==> src/csd_pkg.sv <==
/*
  Package of the codec slot DMA channel: register indices, field positions,
  reset values, enumerations and the packed structs carried on the ports.
  Assumes a 32-bit Avalon-MM register bus with byte addresses.
*/
package csd_pkg;

  // bus geometry
  localparam int CSD_ADDR_W = 18;
  localparam int CSD_DATA_W = 32;
  localparam int CSD_BE_W = 4;

  // register indices; byte address is four times the index
  localparam logic [15:0] CSD_IDX_MASK_HIGH = 16'hffe9;
  localparam logic [15:0] CSD_IDX_MASK_LOW = 16'hffea;
  localparam logic [15:0] CSD_IDX_CONTROL = 16'hffee;
  localparam logic [15:0] CSD_IDX_STATUS = 16'hffd0;

  // control register fields
  localparam int CSD_CTL_ENABLE = 7;
  localparam int CSD_CTL_WRAP = 6;
  localparam int CSD_CTL_RSVD_HI = 5;
  localparam int CSD_CTL_RSVD_LO = 4;
  localparam int CSD_CTL_DIR = 3;
  localparam int CSD_CTL_EP_HI = 2;
  localparam int CSD_CTL_EP_LO = 0;

  // slot mask high register fields
  localparam int CSD_MH_BPS_HI = 7;
  localparam int CSD_MH_BPS_LO = 6;
  localparam int CSD_MH_MASK_HI = 5;
  localparam int CSD_MH_MASK_LO = 0;

  // status register fields
  localparam int CSD_ST_BUSY = 0;
  localparam int CSD_ST_EMPTY = 1;
  localparam int CSD_ST_FULL = 2;
  localparam int CSD_ST_OVERRUN = 3;
  localparam int CSD_ST_LEFT_LO = 4;
  localparam int CSD_ST_LEFT_HI = 6;

  // reset values
  localparam logic [7:0] CSD_RST_CONTROL = 8'h00;
  localparam logic [7:0] CSD_RST_MASK_LOW = 8'h00;
  localparam logic [7:0] CSD_RST_MASK_HIGH = 8'h00;

  // datapath geometry
  localparam int CSD_SLOTS = 14;
  localparam int CSD_SLOT_W = 4;
  localparam int CSD_BYTE_W = 8;
  localparam int CSD_FIFO_DEPTH = 4;
  localparam int CSD_LEFT_W = 3;

  typedef enum logic [0:0]
  {
    CSD_DIR_OUT = 1'b0,
    CSD_DIR_IN = 1'b1
  } csd_dir_e;

  typedef enum logic [1:0]
  {
    CSD_BPS_ONE = 2'b00,
    CSD_BPS_TWO = 2'b01,
    CSD_BPS_THREE = 2'b10,
    CSD_BPS_FOUR = 2'b11
  } csd_bps_e;

  // endpoint side of the configuration, seen by the buffer manager
  typedef struct packed
  {
    logic channel_enable;
    logic circular_buffer_enable;
    csd_dir_e endpoint_direction;
    logic [2:0] endpoint_number;
  } csd_ep_cfg_s;

  // slot side of the configuration, seen by the codec port logic
  typedef struct packed
  {
    csd_bps_e bytes_per_slot;
    logic [CSD_SLOTS-1:0] slot_mask;
  } csd_slot_cfg_s;

endpackage

==> src/csd_channel.sv <==
/*
  One codec slot DMA channel: configuration registers on Avalon-MM, and
  the byte mover between the endpoint buffer and the codec slot registers
  through a small FIFO.
  Assumes the codec port pulses a slot strobe with the slot number, and
  that both data partners use valid/ready handshakes on the same clock.
*/
// Function
// - channel works on slots and endpoint only while the enable bit is one
// - bit 6 switches circular buffering for this channel alone
// - circular buffer bit goes to the buffer manager only, not to the transfer logic
// - control bits 5 and 4 read zero and ignore writes
// - control bit 3 selects IN endpoint when one, OUT when zero
// - control bits 2:0 give the endpoint number in binary
// - fourteen-bit slot mask split over low byte and high bits 5:0
// - slots whose mask bit is one move data, others are ignored
// - IN moves codec data to the buffer, OUT moves buffer data out
// - high bits 7:6 give one to four bytes per selected slot
`timescale 1ns/100ps

module csd_channel
(
  input wire logic I_SYS_CLK,
  input wire logic I_RESET,
  // register bus
  input wire logic [csd_pkg::CSD_ADDR_W-1:0] I_AVS_ADDRESS,
  input wire logic I_AVS_READ,
  input wire logic I_AVS_WRITE,
  input wire logic [csd_pkg::CSD_DATA_W-1:0] I_AVS_WRITEDATA,
  input wire logic [csd_pkg::CSD_BE_W-1:0] I_AVS_BYTEENABLE,
  output logic [csd_pkg::CSD_DATA_W-1:0] O_AVS_READDATA,
  output logic O_AVS_WAITREQUEST,
  // configuration towards buffer manager and codec port
  output csd_pkg::csd_ep_cfg_s O_EP_CFG,
  output csd_pkg::csd_slot_cfg_s O_SLOT_CFG,
  output logic O_BUSY,
  // codec port slot timing
  input wire logic I_SLOT_STROBE,
  input wire logic [csd_pkg::CSD_SLOT_W-1:0] I_SLOT_NUM,
  // codec receive bytes (IN direction)
  input wire logic I_CODEC_RX_VALID,
  input wire logic [csd_pkg::CSD_BYTE_W-1:0] I_CODEC_RX_DATA,
  output logic O_CODEC_RX_READY,
  // codec transmit bytes (OUT direction)
  output logic O_CODEC_TX_VALID,
  output logic [csd_pkg::CSD_BYTE_W-1:0] O_CODEC_TX_DATA,
  input wire logic I_CODEC_TX_READY,
  // endpoint buffer reads (OUT direction)
  input wire logic I_BUF_RD_VALID,
  input wire logic [csd_pkg::CSD_BYTE_W-1:0] I_BUF_RD_DATA,
  output logic O_BUF_RD_READY,
  // endpoint buffer writes (IN direction)
  output logic O_BUF_WR_VALID,
  output logic [csd_pkg::CSD_BYTE_W-1:0] O_BUF_WR_DATA,
  input wire logic I_BUF_WR_READY
);

  import csd_pkg::*;

  ////////////////////////////////////////////////////////////////////////////
  // declarations

  logic [7:0] control_q;
  logic [7:0] mask_low_q;
  logic [7:0] mask_high_q;
  logic overrun_q;
  logic wait_q;
  logic [CSD_DATA_W-1:0] rdata_q;
  logic [CSD_DATA_W-1:0] rdata_d;
  logic bus_req;
  logic bus_done;
  logic wr_lane0;
  logic sel_control;
  logic sel_mask_low;
  logic sel_mask_high;
  logic sel_status;

  logic ch_enable;
  logic ch_wrap;
  csd_dir_e ch_dir;
  logic [CSD_SLOTS-1:0] slot_mask;
  csd_bps_e bps;

  logic [CSD_SLOTS-1:0] slot_hit_vec;
  logic slot_hit;
  logic slot_take;
  logic [CSD_LEFT_W-1:0] left_q;
  logic [CSD_LEFT_W-1:0] bps_count;

  logic rx_ready_q;
  logic rd_ready_q;
  logic tx_valid_q;
  logic wr_valid_q;
  logic [CSD_BYTE_W-1:0] out_data_q;
  logic rx_take;
  logic rd_take;
  logic src_byte;

  logic fifo_in_valid;
  logic fifo_in_ready;
  logic [CSD_BYTE_W-1:0] fifo_in_data;
  logic fifo_out_valid;
  logic fifo_out_ready;
  logic [CSD_BYTE_W-1:0] fifo_out_data;
  logic stage_free;
  logic flush;

  logic [7:0] status_byte;
  logic [CSD_SLOTS-1:0] slot_mask_q;

  ////////////////////////////////////////////////////////////////////////////
  // register decode

  assign bus_req = I_AVS_READ | I_AVS_WRITE;
  assign bus_done = bus_req & ~wait_q;
  assign wr_lane0 = I_AVS_WRITE & bus_done & I_AVS_BYTEENABLE[0];
  assign sel_control = I_AVS_ADDRESS == {CSD_IDX_CONTROL, 2'b00};
  assign sel_mask_low = I_AVS_ADDRESS == {CSD_IDX_MASK_LOW, 2'b00};
  assign sel_mask_high = I_AVS_ADDRESS == {CSD_IDX_MASK_HIGH, 2'b00};
  assign sel_status = I_AVS_ADDRESS == {CSD_IDX_STATUS, 2'b00};

  assign ch_enable = control_q[CSD_CTL_ENABLE];
  assign ch_wrap = control_q[CSD_CTL_WRAP];
  assign ch_dir = csd_dir_e'(control_q[CSD_CTL_DIR]);
  assign bps = csd_bps_e'(mask_high_q[CSD_MH_BPS_HI:CSD_MH_BPS_LO]);
  assign slot_mask = {mask_high_q[CSD_MH_MASK_HI:CSD_MH_MASK_LO],
                      mask_low_q};

  ////////////////////////////////////////////////////////////////////////////
  // bus handshake: one wait cycle, then the access completes

  always_ff @(posedge I_SYS_CLK)
  begin
    if (I_RESET)
    begin
      wait_q <= 1'b1;
    end
    else if (bus_req && wait_q)
    begin
      wait_q <= 1'b0;
    end
    else
    begin
      wait_q <= 1'b1;
    end
  end

  always_comb
  begin
    rdata_d = '0;
    if (sel_control)
    begin
      rdata_d[7:0] = control_q;
    end
    else if (sel_mask_low)
    begin
      rdata_d[7:0] = mask_low_q;
    end
    else if (sel_mask_high)
    begin
      rdata_d[7:0] = mask_high_q;
    end
    else if (sel_status)
    begin
      rdata_d[7:0] = status_byte;
    end
  end

  always_ff @(posedge I_SYS_CLK)
  begin
    if (I_RESET)
    begin
      rdata_q <= '0;
    end
    else if (I_AVS_READ && wait_q)
    begin
      rdata_q <= rdata_d;
    end
  end

  ////////////////////////////////////////////////////////////////////////////
  // configuration registers

  always_ff @(posedge I_SYS_CLK)
  begin
    if (I_RESET)
    begin
      control_q <= CSD_RST_CONTROL;
    end
    else if (wr_lane0 && sel_control)
    begin
      control_q <= I_AVS_WRITEDATA[7:0];
      control_q[CSD_CTL_RSVD_HI] <= 1'b0;
      control_q[CSD_CTL_RSVD_LO] <= 1'b0;
    end
  end

  always_ff @(posedge I_SYS_CLK)
  begin
    if (I_RESET)
    begin
      mask_low_q <= CSD_RST_MASK_LOW;
    end
    else if (wr_lane0 && sel_mask_low)
    begin
      mask_low_q <= I_AVS_WRITEDATA[7:0];
    end
  end

  always_ff @(posedge I_SYS_CLK)
  begin
    if (I_RESET)
    begin
      mask_high_q <= CSD_RST_MASK_HIGH;
    end
    else if (wr_lane0 && sel_mask_high)
    begin
      mask_high_q <= I_AVS_WRITEDATA[7:0];
    end
  end

  // slot strobe during a slot still in progress; a new event beats the clear
  always_ff @(posedge I_SYS_CLK)
  begin
    if (I_RESET)
    begin
      overrun_q <= 1'b0;
    end
    else if (slot_hit && left_q != '0)
    begin
      overrun_q <= 1'b1;
    end
    else if (wr_lane0 && sel_status && I_AVS_WRITEDATA[CSD_ST_OVERRUN])
    begin
      overrun_q <= 1'b0;
    end
  end

  always_comb
  begin
    status_byte = '0;
    status_byte[CSD_ST_BUSY] = left_q != '0;
    status_byte[CSD_ST_EMPTY] = ~fifo_out_valid & ~tx_valid_q & ~wr_valid_q;
    status_byte[CSD_ST_FULL] = ~fifo_in_ready;
    status_byte[CSD_ST_OVERRUN] = overrun_q;
    status_byte[CSD_ST_LEFT_HI:CSD_ST_LEFT_LO] = left_q;
  end

  ////////////////////////////////////////////////////////////////////////////
  // slot selection, one term per slot

  genvar s;
  generate
    for (s = 0; s < CSD_SLOTS; s++)
    begin : g_slot
      assign slot_hit_vec[s] = slot_mask[s] &&
        (I_SLOT_NUM == CSD_SLOT_W'(s));
    end
  endgenerate

  assign slot_hit = ch_enable & I_SLOT_STROBE & (|slot_hit_vec);
  assign slot_take = slot_hit & (left_q == '0);
  assign bps_count = {1'b0, bps} + CSD_LEFT_W'(1);

  // bytes still to move in the current slot
  always_ff @(posedge I_SYS_CLK)
  begin
    if (I_RESET || !ch_enable)
    begin
      left_q <= '0;
    end
    else if (slot_take)
    begin
      left_q <= bps_count;
    end
    else if (src_byte)
    begin
      left_q <= left_q - CSD_LEFT_W'(1);
    end
  end

  ////////////////////////////////////////////////////////////////////////////
  // source side: ready is offered every other cycle so that the room seen
  // in the fifo one cycle earlier still holds when the byte lands

  assign rx_take = rx_ready_q & I_CODEC_RX_VALID;
  assign rd_take = rd_ready_q & I_BUF_RD_VALID;
  assign src_byte = rx_take | rd_take;

  always_ff @(posedge I_SYS_CLK)
  begin
    if (I_RESET)
    begin
      rx_ready_q <= 1'b0;
    end
    else
    begin
      rx_ready_q <= ch_enable && ch_dir == CSD_DIR_IN && fifo_in_ready &&
        left_q != '0 && !rx_ready_q && !slot_take;
    end
  end

  always_ff @(posedge I_SYS_CLK)
  begin
    if (I_RESET)
    begin
      rd_ready_q <= 1'b0;
    end
    else
    begin
      rd_ready_q <= ch_enable && ch_dir == CSD_DIR_OUT && fifo_in_ready &&
        left_q != '0 && !rd_ready_q && !slot_take;
    end
  end

  assign fifo_in_valid = src_byte;
  assign fifo_in_data = rx_take ? I_CODEC_RX_DATA : I_BUF_RD_DATA;
  assign flush = ~ch_enable;

  csd_fifo
  #(
    .WIDTH(CSD_BYTE_W),
    .DEPTH(CSD_FIFO_DEPTH)
  )
  u_fifo
  (
    .i_clk(I_SYS_CLK),
    .i_reset(I_RESET),
    .i_flush(flush),
    .i_in_valid(fifo_in_valid),
    .o_in_ready(fifo_in_ready),
    .i_in_data(fifo_in_data),
    .o_out_valid(fifo_out_valid),
    .i_out_ready(fifo_out_ready),
    .o_out_data(fifo_out_data)
  );

  ////////////////////////////////////////////////////////////////////////////
  // sink side: one output stage steered by the direction bit

  assign stage_free = (~tx_valid_q | I_CODEC_TX_READY) &
    (~wr_valid_q | I_BUF_WR_READY);
  assign fifo_out_ready = stage_free & ch_enable;

  always_ff @(posedge I_SYS_CLK)
  begin
    if (I_RESET || !ch_enable)
    begin
      tx_valid_q <= 1'b0;
      wr_valid_q <= 1'b0;
    end
    else if (fifo_out_ready)
    begin
      tx_valid_q <= fifo_out_valid && ch_dir == CSD_DIR_OUT;
      wr_valid_q <= fifo_out_valid && ch_dir == CSD_DIR_IN;
    end
  end

  always_ff @(posedge I_SYS_CLK)
  begin
    if (I_RESET)
    begin
      out_data_q <= '0;
    end
    else if (fifo_out_ready && fifo_out_valid)
    begin
      out_data_q <= fifo_out_data;
    end
  end

  ////////////////////////////////////////////////////////////////////////////
  // configuration copies for the buffer manager and codec port

  always_ff @(posedge I_SYS_CLK)
  begin
    if (I_RESET)
    begin
      O_EP_CFG <= '0;
    end
    else
    begin
      O_EP_CFG.channel_enable <= ch_enable;
      O_EP_CFG.circular_buffer_enable <= ch_wrap;
      O_EP_CFG.endpoint_direction <= ch_dir;
      O_EP_CFG.endpoint_number <=
        control_q[CSD_CTL_EP_HI:CSD_CTL_EP_LO];
    end
  end

  always_ff @(posedge I_SYS_CLK)
  begin
    if (I_RESET)
    begin
      slot_mask_q <= '0;
      O_SLOT_CFG <= '0;
      O_BUSY <= 1'b0;
    end
    else
    begin
      slot_mask_q <= slot_mask;
      O_SLOT_CFG.slot_mask <= slot_mask_q;
      O_SLOT_CFG.bytes_per_slot <= bps;
      O_BUSY <= left_q != '0 || tx_valid_q || wr_valid_q || fifo_out_valid;
    end
  end

  assign O_AVS_READDATA = rdata_q;
  assign O_AVS_WAITREQUEST = wait_q;
  assign O_CODEC_RX_READY = rx_ready_q;
  assign O_BUF_RD_READY = rd_ready_q;
  assign O_CODEC_TX_VALID = tx_valid_q;
  assign O_BUF_WR_VALID = wr_valid_q;
  assign O_CODEC_TX_DATA = out_data_q;
  assign O_BUF_WR_DATA = out_data_q;

endmodule

==> src/csd_fifo.sv <==
/*
  Shift-register FIFO with valid/ready on both sides. The head entry is a
  flip-flop, so read data come straight out of a register.
  Assumes one clock and a synchronous active-high reset.
*/
`timescale 1ns/100ps

module csd_fifo
#(
  parameter int WIDTH = 8,
  parameter int DEPTH = 4
)
(
  input wire logic i_clk,
  input wire logic i_reset,
  input wire logic i_flush,
  input wire logic i_in_valid,
  output logic o_in_ready,
  input wire logic [WIDTH-1:0] i_in_data,
  output logic o_out_valid,
  input wire logic i_out_ready,
  output logic [WIDTH-1:0] o_out_data
);

  localparam int CW = $clog2(DEPTH + 1);

  logic [WIDTH-1:0] mem_q [DEPTH];
  logic [CW-1:0] count_q;
  logic [CW-1:0] count_d;
  logic full_q;
  logic empty_q;
  logic push;
  logic pop;

  assign o_in_ready = ~full_q;
  assign o_out_valid = ~empty_q;
  assign o_out_data = mem_q[0];
  assign push = i_in_valid & ~full_q;
  assign pop = ~empty_q & i_out_ready;

  always_comb
  begin
    count_d = count_q;
    if (push && !pop)
    begin
      count_d = count_q + CW'(1);
    end
    else if (pop && !push)
    begin
      count_d = count_q - CW'(1);
    end
  end

  always_ff @(posedge i_clk)
  begin
    if (i_reset || i_flush)
    begin
      count_q <= '0;
      full_q <= 1'b0;
      empty_q <= 1'b1;
    end
    else
    begin
      count_q <= count_d;
      full_q <= (count_d == CW'(DEPTH));
      empty_q <= (count_d == '0);
    end
  end

  ////////////////////////////////////////////////////////////////////////////
  // one entry per stage: shift down on pop, take new data at the tail
  genvar i;
  generate
    for (i = 0; i < DEPTH; i++)
    begin : g_entry
      always_ff @(posedge i_clk)
      begin
        if (i_reset)
        begin
          mem_q[i] <= '0;
        end
        else if (pop)
        begin
          if (push && count_q == CW'(i + 1))
          begin
            mem_q[i] <= i_in_data;
          end
          else if (i < DEPTH - 1)
          begin
            mem_q[i] <= mem_q[(i < DEPTH - 1) ? i + 1 : i];
          end
        end
        else if (push && count_q == CW'(i))
        begin
          mem_q[i] <= i_in_data;
        end
      end
    end
  endgenerate

endmodule

==> config.mk <==
export PLATFORM = sky130hd
export DESIGN_NAME = csd_channel
export DESIGN_NICKNAME = d
export VERILOG_FILES = /design/src/csd_pkg.sv /design/src/csd_channel.sv /design/src/csd_fifo.sv
export SDC_FILE = /design/constraint.sdc
export NUM_CORES = 1
export LEC_CHECK = 0
export BUFFER_PORTS_ARGS = -buffer_cell sky130_fd_sc_hd__clkbuf_2
export CAP_MARGIN = 20
export CORE_ASPECT_RATIO = 0.6
export CORE_MARGIN = 2
export CORE_UTILIZATION = 55
export DETAILED_ROUTE_END_ITERATION = 7
export PLACE_DENSITY = 0.84
export SLEW_MARGIN = 20
export SYNTH_ARGS = -nofsm -noshare
export SYNTH_HDL_FRONTEND = slang
export SYNTH_SLANG_ARGS = --single-unit
==> constraint.sdc <==
create_clock -name I_SYS_CLK -period 4.6 [get_ports I_SYS_CLK]
set_input_delay 0.46 -clock I_SYS_CLK [delete_from_list [all_inputs] [get_ports I_SYS_CLK]]
set_output_delay 0.46 -clock I_SYS_CLK [all_outputs]
set_load 0.01 [all_outputs]
## Word-level counts from Yosys, hierarchy flattened

Memory sizes are Yosys's and may differ from the RTL's. A register that Yosys moved wholly into a read port is not among the register bits.
Cells that the tools add are included.

| word-level totals | value |
|---|---|
| register bits | 81 |
| bits in writable memories | 32 |
| input port bits | 83 |
| output and inout port bits | 76 |
| memories | 1 |

| cells by class | value |
|---|---|
| add/sub/neg operators | 4 |
| equal/unequal tests | 22 |
| bitwise gates (word level) | 36 |
| reduce and logical (&&, ||, !) cells | 61 |
| multiplexer cells | 66 |

Memories:

| name | words | width | read ports | clocked after memory_dff | wr ports | RTL line | source |
|---|---|---|---|---|---|---|---|
| u_fifo.mem_q | 4 | 8 | 4 | 1 | 4 | csd_fifo.sv:27 | `logic [WIDTH-1:0] mem_q [DEPTH];` |

Operators with widths:

| kind | count |
|---|---|
| 8-bit 2-to-1 mux | 15 |
| 18-bit == test, second input constant | 4 |
| 1-bit 2-to-1 mux | 46 |
| 1-bit logical AND | 42 |
| 4-bit == test, second input constant | 6 |
| 4-bit by 3-bit == test with 1-bit output, second input constant | 4 |
| 1-bit OR | 15 |
| 1-bit AND | 14 |
| 14-bit OR reduction | 1 |
| 3-bit 2-to-1 mux | 4 |
| 3-bit zero test | 3 |
| 4-bit by 2-bit == test with 1-bit output, second input constant | 2 |
| 7-bit 2-to-1 mux | 1 |
| 1-bit NOT | 7 |
| 3-bit by 2-bit == test with 1-bit output, second input constant | 2 |
| 3-bit == test, second input constant | 2 |
| 1-bit zero test | 6 |
| 3-bit by 1-bit subtractor with 3-bit output, second input constant | 2 |
| 1-bit logical OR | 5 |
| 4-bit by 1-bit == test with 1-bit output, second input constant | 1 |
| 4-bit zero test | 1 |
| 2-bit nonzero test | 2 |
| 2-bit by 1-bit adder with 3-bit output, second input constant | 1 |
| 3-bit by 1-bit adder with 3-bit output, second input constant | 1 |
| 2 further kinds | 2 |

## Depth between registers and ports, before layout

| depth | value |
|---|---|
| depth in word-level cells | 11 |
| gate-level depth with buffers | 7 |

## Hierarchy

Synthesis repeated with hierarchy kept, for this count alone.

| second synthesis, totals | value |
|---|---|
| cell total of the unflattened synthesis | 522 |
| area total of the unflattened synthesis | 5398.9 um2 |

Modules (own cells, without submodules):

| module | area each (um2) | times used | cells an instance |
|---|---|---|---|
| csd_channel | 3562.2 | 1 | 368 |
| csd_fifo | 1836.8 | 1 | 154 |

## Least setup slack after synthesis

Ideal clock, no wire load.

| timing path | value |
|---|---|
| path type | input to register |
| from | in I_RESET |
| to | mem u_fifo.mem_q[1][0] (enable) |
| library setup time | 0.329 ns |
| slack | 2.668 ns |
| stages | 5 |
| arrival | 1.603 ns |
| buffers on the path | 3 |
| required time | 4.271 ns |
| cell sequence | clkbuf_1 clkbuf_1 buf_1 a21oi_1 nand2_1 |

RTL lines:

| element | RTL line | source |
|---|---|---|
| from (decl) | csd_channel.sv:24 | `input wire logic I_RESET,` |
| to (decl) | csd_fifo.sv:27 |  |

==> metrics.cfg <==
[clocking]
cts.sinks = 121
cts_root_buf = clkbuf_16
clock_path_buffers = 2
cts_resized = 0
post-cts-setup-buffer-count = 0
clk_pin_slew_worst_paths_ps = 60
h-tree-depth = 4
cts_tree = done
clk_latency_ps = 420
hold_buffers = 0
cts_buffers = 17

[setup_path]
setup.worst_path.class = flop to flop
cpMaxStageDelayCell = or3_1
reg2reg_to = u_fifo.mem_q[1][5]$_DFFE_PP_
crit_path_start_kind = flop
regToRegSetupSlack_ps = 2230
crit_path_end_kind = flop
regToRegStartpoint = O_BUF_WR_VALID$_SDFFE_PP0N_
critPathBufInv = 0
cp_slowest_stage_delay_ps = 640
arrival_ps = 2510
crit_fanout = 17
path_cells = nor2b_1 -> or3_1 -> mux2_2 -> nand3_1 -> o2bb2ai_1
required_ps = 4750
critPathTopFamily = simple AND/OR/NAND/NOR gates
crit_cells = 5
r2r_cells = 5

[synth]
yosys.area.top_type_share = 0.334
yosysTopAreaCell = dfxtp_1
ys.flop_type = dfxtp_1
post-synth-top-count-cell = dfxtp_1
yosysSeqAreaShare = 0.514
synth_area_mm2 = 0.00534
syn-instance-count = 522
synth.avg_cell_area_um2 = 10.2
ys_top_cells_by_count = dfxtp_1 (89), nor2_1 (53), nand2_1 (46)
ys_top_cells_by_area = dfxtp_1 (33%), edfxtp_1 (18%), mux2i_1 (6.0%), buf_4 (4.5%), nor2b_1 (4.3%)
ys_warn_count = 0
synthArstFlopShare = 0
ys_types = 61
synth_edf_count = 32
ys_ff_latch = 121

[global_route]
grt_max_degree = 45
grt_first_pass_wirelength_mm = 20.3
grt_pass1_vias = 4054
antenna_found_initial = 0
overflow = 0
track_usage = 0.252

[layout]
area_growth_syn_to_layout_pct = 20.8
diodes = 0
fin_cells = 765
nets = 714
register_area_mm2 = 0.00274
nFillCells = 681
multi_input_area_mm2 = 0.00230
drive_above_1_share = 0.252

[pwr]
pwr-share-comb = 0.036
p_per_area_mw_per_mm2 = 405
pwr-share-seq = 0.426
p_sw_frac = 0.213
peakVddDrop_mv = 0.295
clock_power_share = 0.538
internal_power_mw = 2.05
power.leakage_nw = 2.75
p_sw_uw = 555

[drt]
drt_iter0_drc = 551
num_vias = 4317
antenna_left = 0
firstDrtPassIters = 6
wl_mm = 13.0
viasPerCell = 5.64
drc = 0
wl_per_cell_um = 17.0

[die]
boundaryPins = 159
initial_core_util = 0.575
rows = 27
fp.coreArea_mm2 = 0.00929
die_area_mm2 = 0.0105
die_width_um = 131
dieHeight_um = 80.3

[place]
dp_slack_ps = 2110
io_buffers = 107
hpwlAfterDp_mm = 9.41
dp.cells = 733
place.gp.congestion = 0.952

[sta]
hold_slack_ps = 255
fin_ws_ps = 2230
rsz0062_at_grt = no
fin_crit_sh = 0.514
setup_viol = 0
slew_headroom = 0.406
skew_ps = 8.78
period_minus_slack_ps = 2370
hold_viol = 0
drv_slew = 0
worstMarginPinSlew_ps = 879
max_freq_ghz = 0.423
tns_ps = 0

[job]
maxCapViolations = 0

[worst_hold_path]
hold_path_depth = 2
hold_path.class = input pin to flop
min_to = O_AVS_WAITREQUEST$_SDFF_PP1_
hold_start = I_AVS_WRITE

[run_status]
status = finished clean

[area by class of cell]
| class | instances | share of cell area |
|---|---|---|
| clock inverter | 12 | 0.0248 |
| sequential | 121 | 0.425 |
| inverter | 13 | 0.00756 |
| multi-input combinational | 359 | 0.357 |
| tap | 130 | 0.0252 |
| clock buffer | 20 | 0.0741 |
| timing repair buffer | 110 | 0.0865 |
[state kept, by name, indices dropped and copies added, names as in the netlist, 6 cells and up]
signal and count:
mask_high_q 8, O_EP_CFG 6, mask_low_q 8, slot_mask_q 14, O_BUF_WR_DATA 8, O_AVS_READDATA 8, u_fifo.mem_q 32, O_SLOT_CFG 16
control_q 6
[power groups by stage]
stage	clock network (mW)	logic [mW]	registers (mW)
floorplan	0	0.0642	1.13
global placement	0	0.0883	1.13
detailed placement	0	0.0919	1.13
CTS	1.41	0.0925	1.11
global route	1.47	0.102	1.11
finish	1.40	0.0948	1.11
[cells in the final DEF, fill, tap and decap left out, types with 6 or more instances in the layout]
cell type  synthesis  layout
a22oi_1            7       7
a211oi_1           8       8
mux2i_1           32      32
o2bb2ai_1          8       8
nand2_1           46      46
o21ai_0           17      17
o22ai_1            6       6
nor2b_1           37      37
inv_1             12      12
dfxtp_1           89      89
ha_1               9       9
clkbuf_2           0     107
nor3_1             7       7
or3_1              7       7
nand4_1            6       6
nor2_1            53      53
conb_1             1      24
edfxtp_1          32      32
a21oi_1           18      18
clkbuf_16          0      18
[kinds of logic after synthesis]
family,after synthesis,synth area share
AO/OA/AOI/OAI,92,0.123
XOR/XNOR,5,0.0108
adder cells (fa/ha/maj),10,0.0230
buffers and inverters,65,0.0715
flip-flops,121,0.514
multiplexers,38,0.0748
other,1,0.000702
AND/OR/NAND/NOR,190,0.183
[stage by stage]
stage               cell area [um^2]  total power, mW  utilization
finish                          6450             2.61        0.694
CTS                             6450             2.62        0.694
floorplan                       5430             1.20            -
global placement                5810             1.22        0.626
global route                    6450             2.69        0.694
detailed placement              5810             1.23        0.626
[metal layers]
layer,global-route usage,up-vias,share of wire
li1,-,2013,-
met1,0.325,1981,0.43
met2,0.375,272,0.43
met3,0.102,51,0.12
met4,0.113,0,0.030
met5,0,-,0
[worst max-delay path by stage]
stage | start | end | slack (ps)
after floorplan | I_RESET | u_fifo.mem_q[1][0]$_DFFE_PP_ | 2670
after global placement | I_AVS_ADDRESS[5] | mask_low_q[6]$_SDFFE_PP0P_ | 2220
after detailed placement | I_AVS_ADDRESS[7] | mask_low_q[6]$_SDFFE_PP0P_ | 2110
after CTS | O_BUF_WR_VALID$_SDFFE_PP0N_ | u_fifo.mem_q[1][5]$_DFFE_PP_ | 2270
after global routing | O_BUF_WR_VALID$_SDFFE_PP0N_ | u_fifo.mem_q[0][2]$_DFFE_PP_ | 2130
final | O_BUF_WR_VALID$_SDFFE_PP0N_ | u_fifo.mem_q[1][5]$_DFFE_PP_ | 2230
Power figures use the tool's default switching activity.
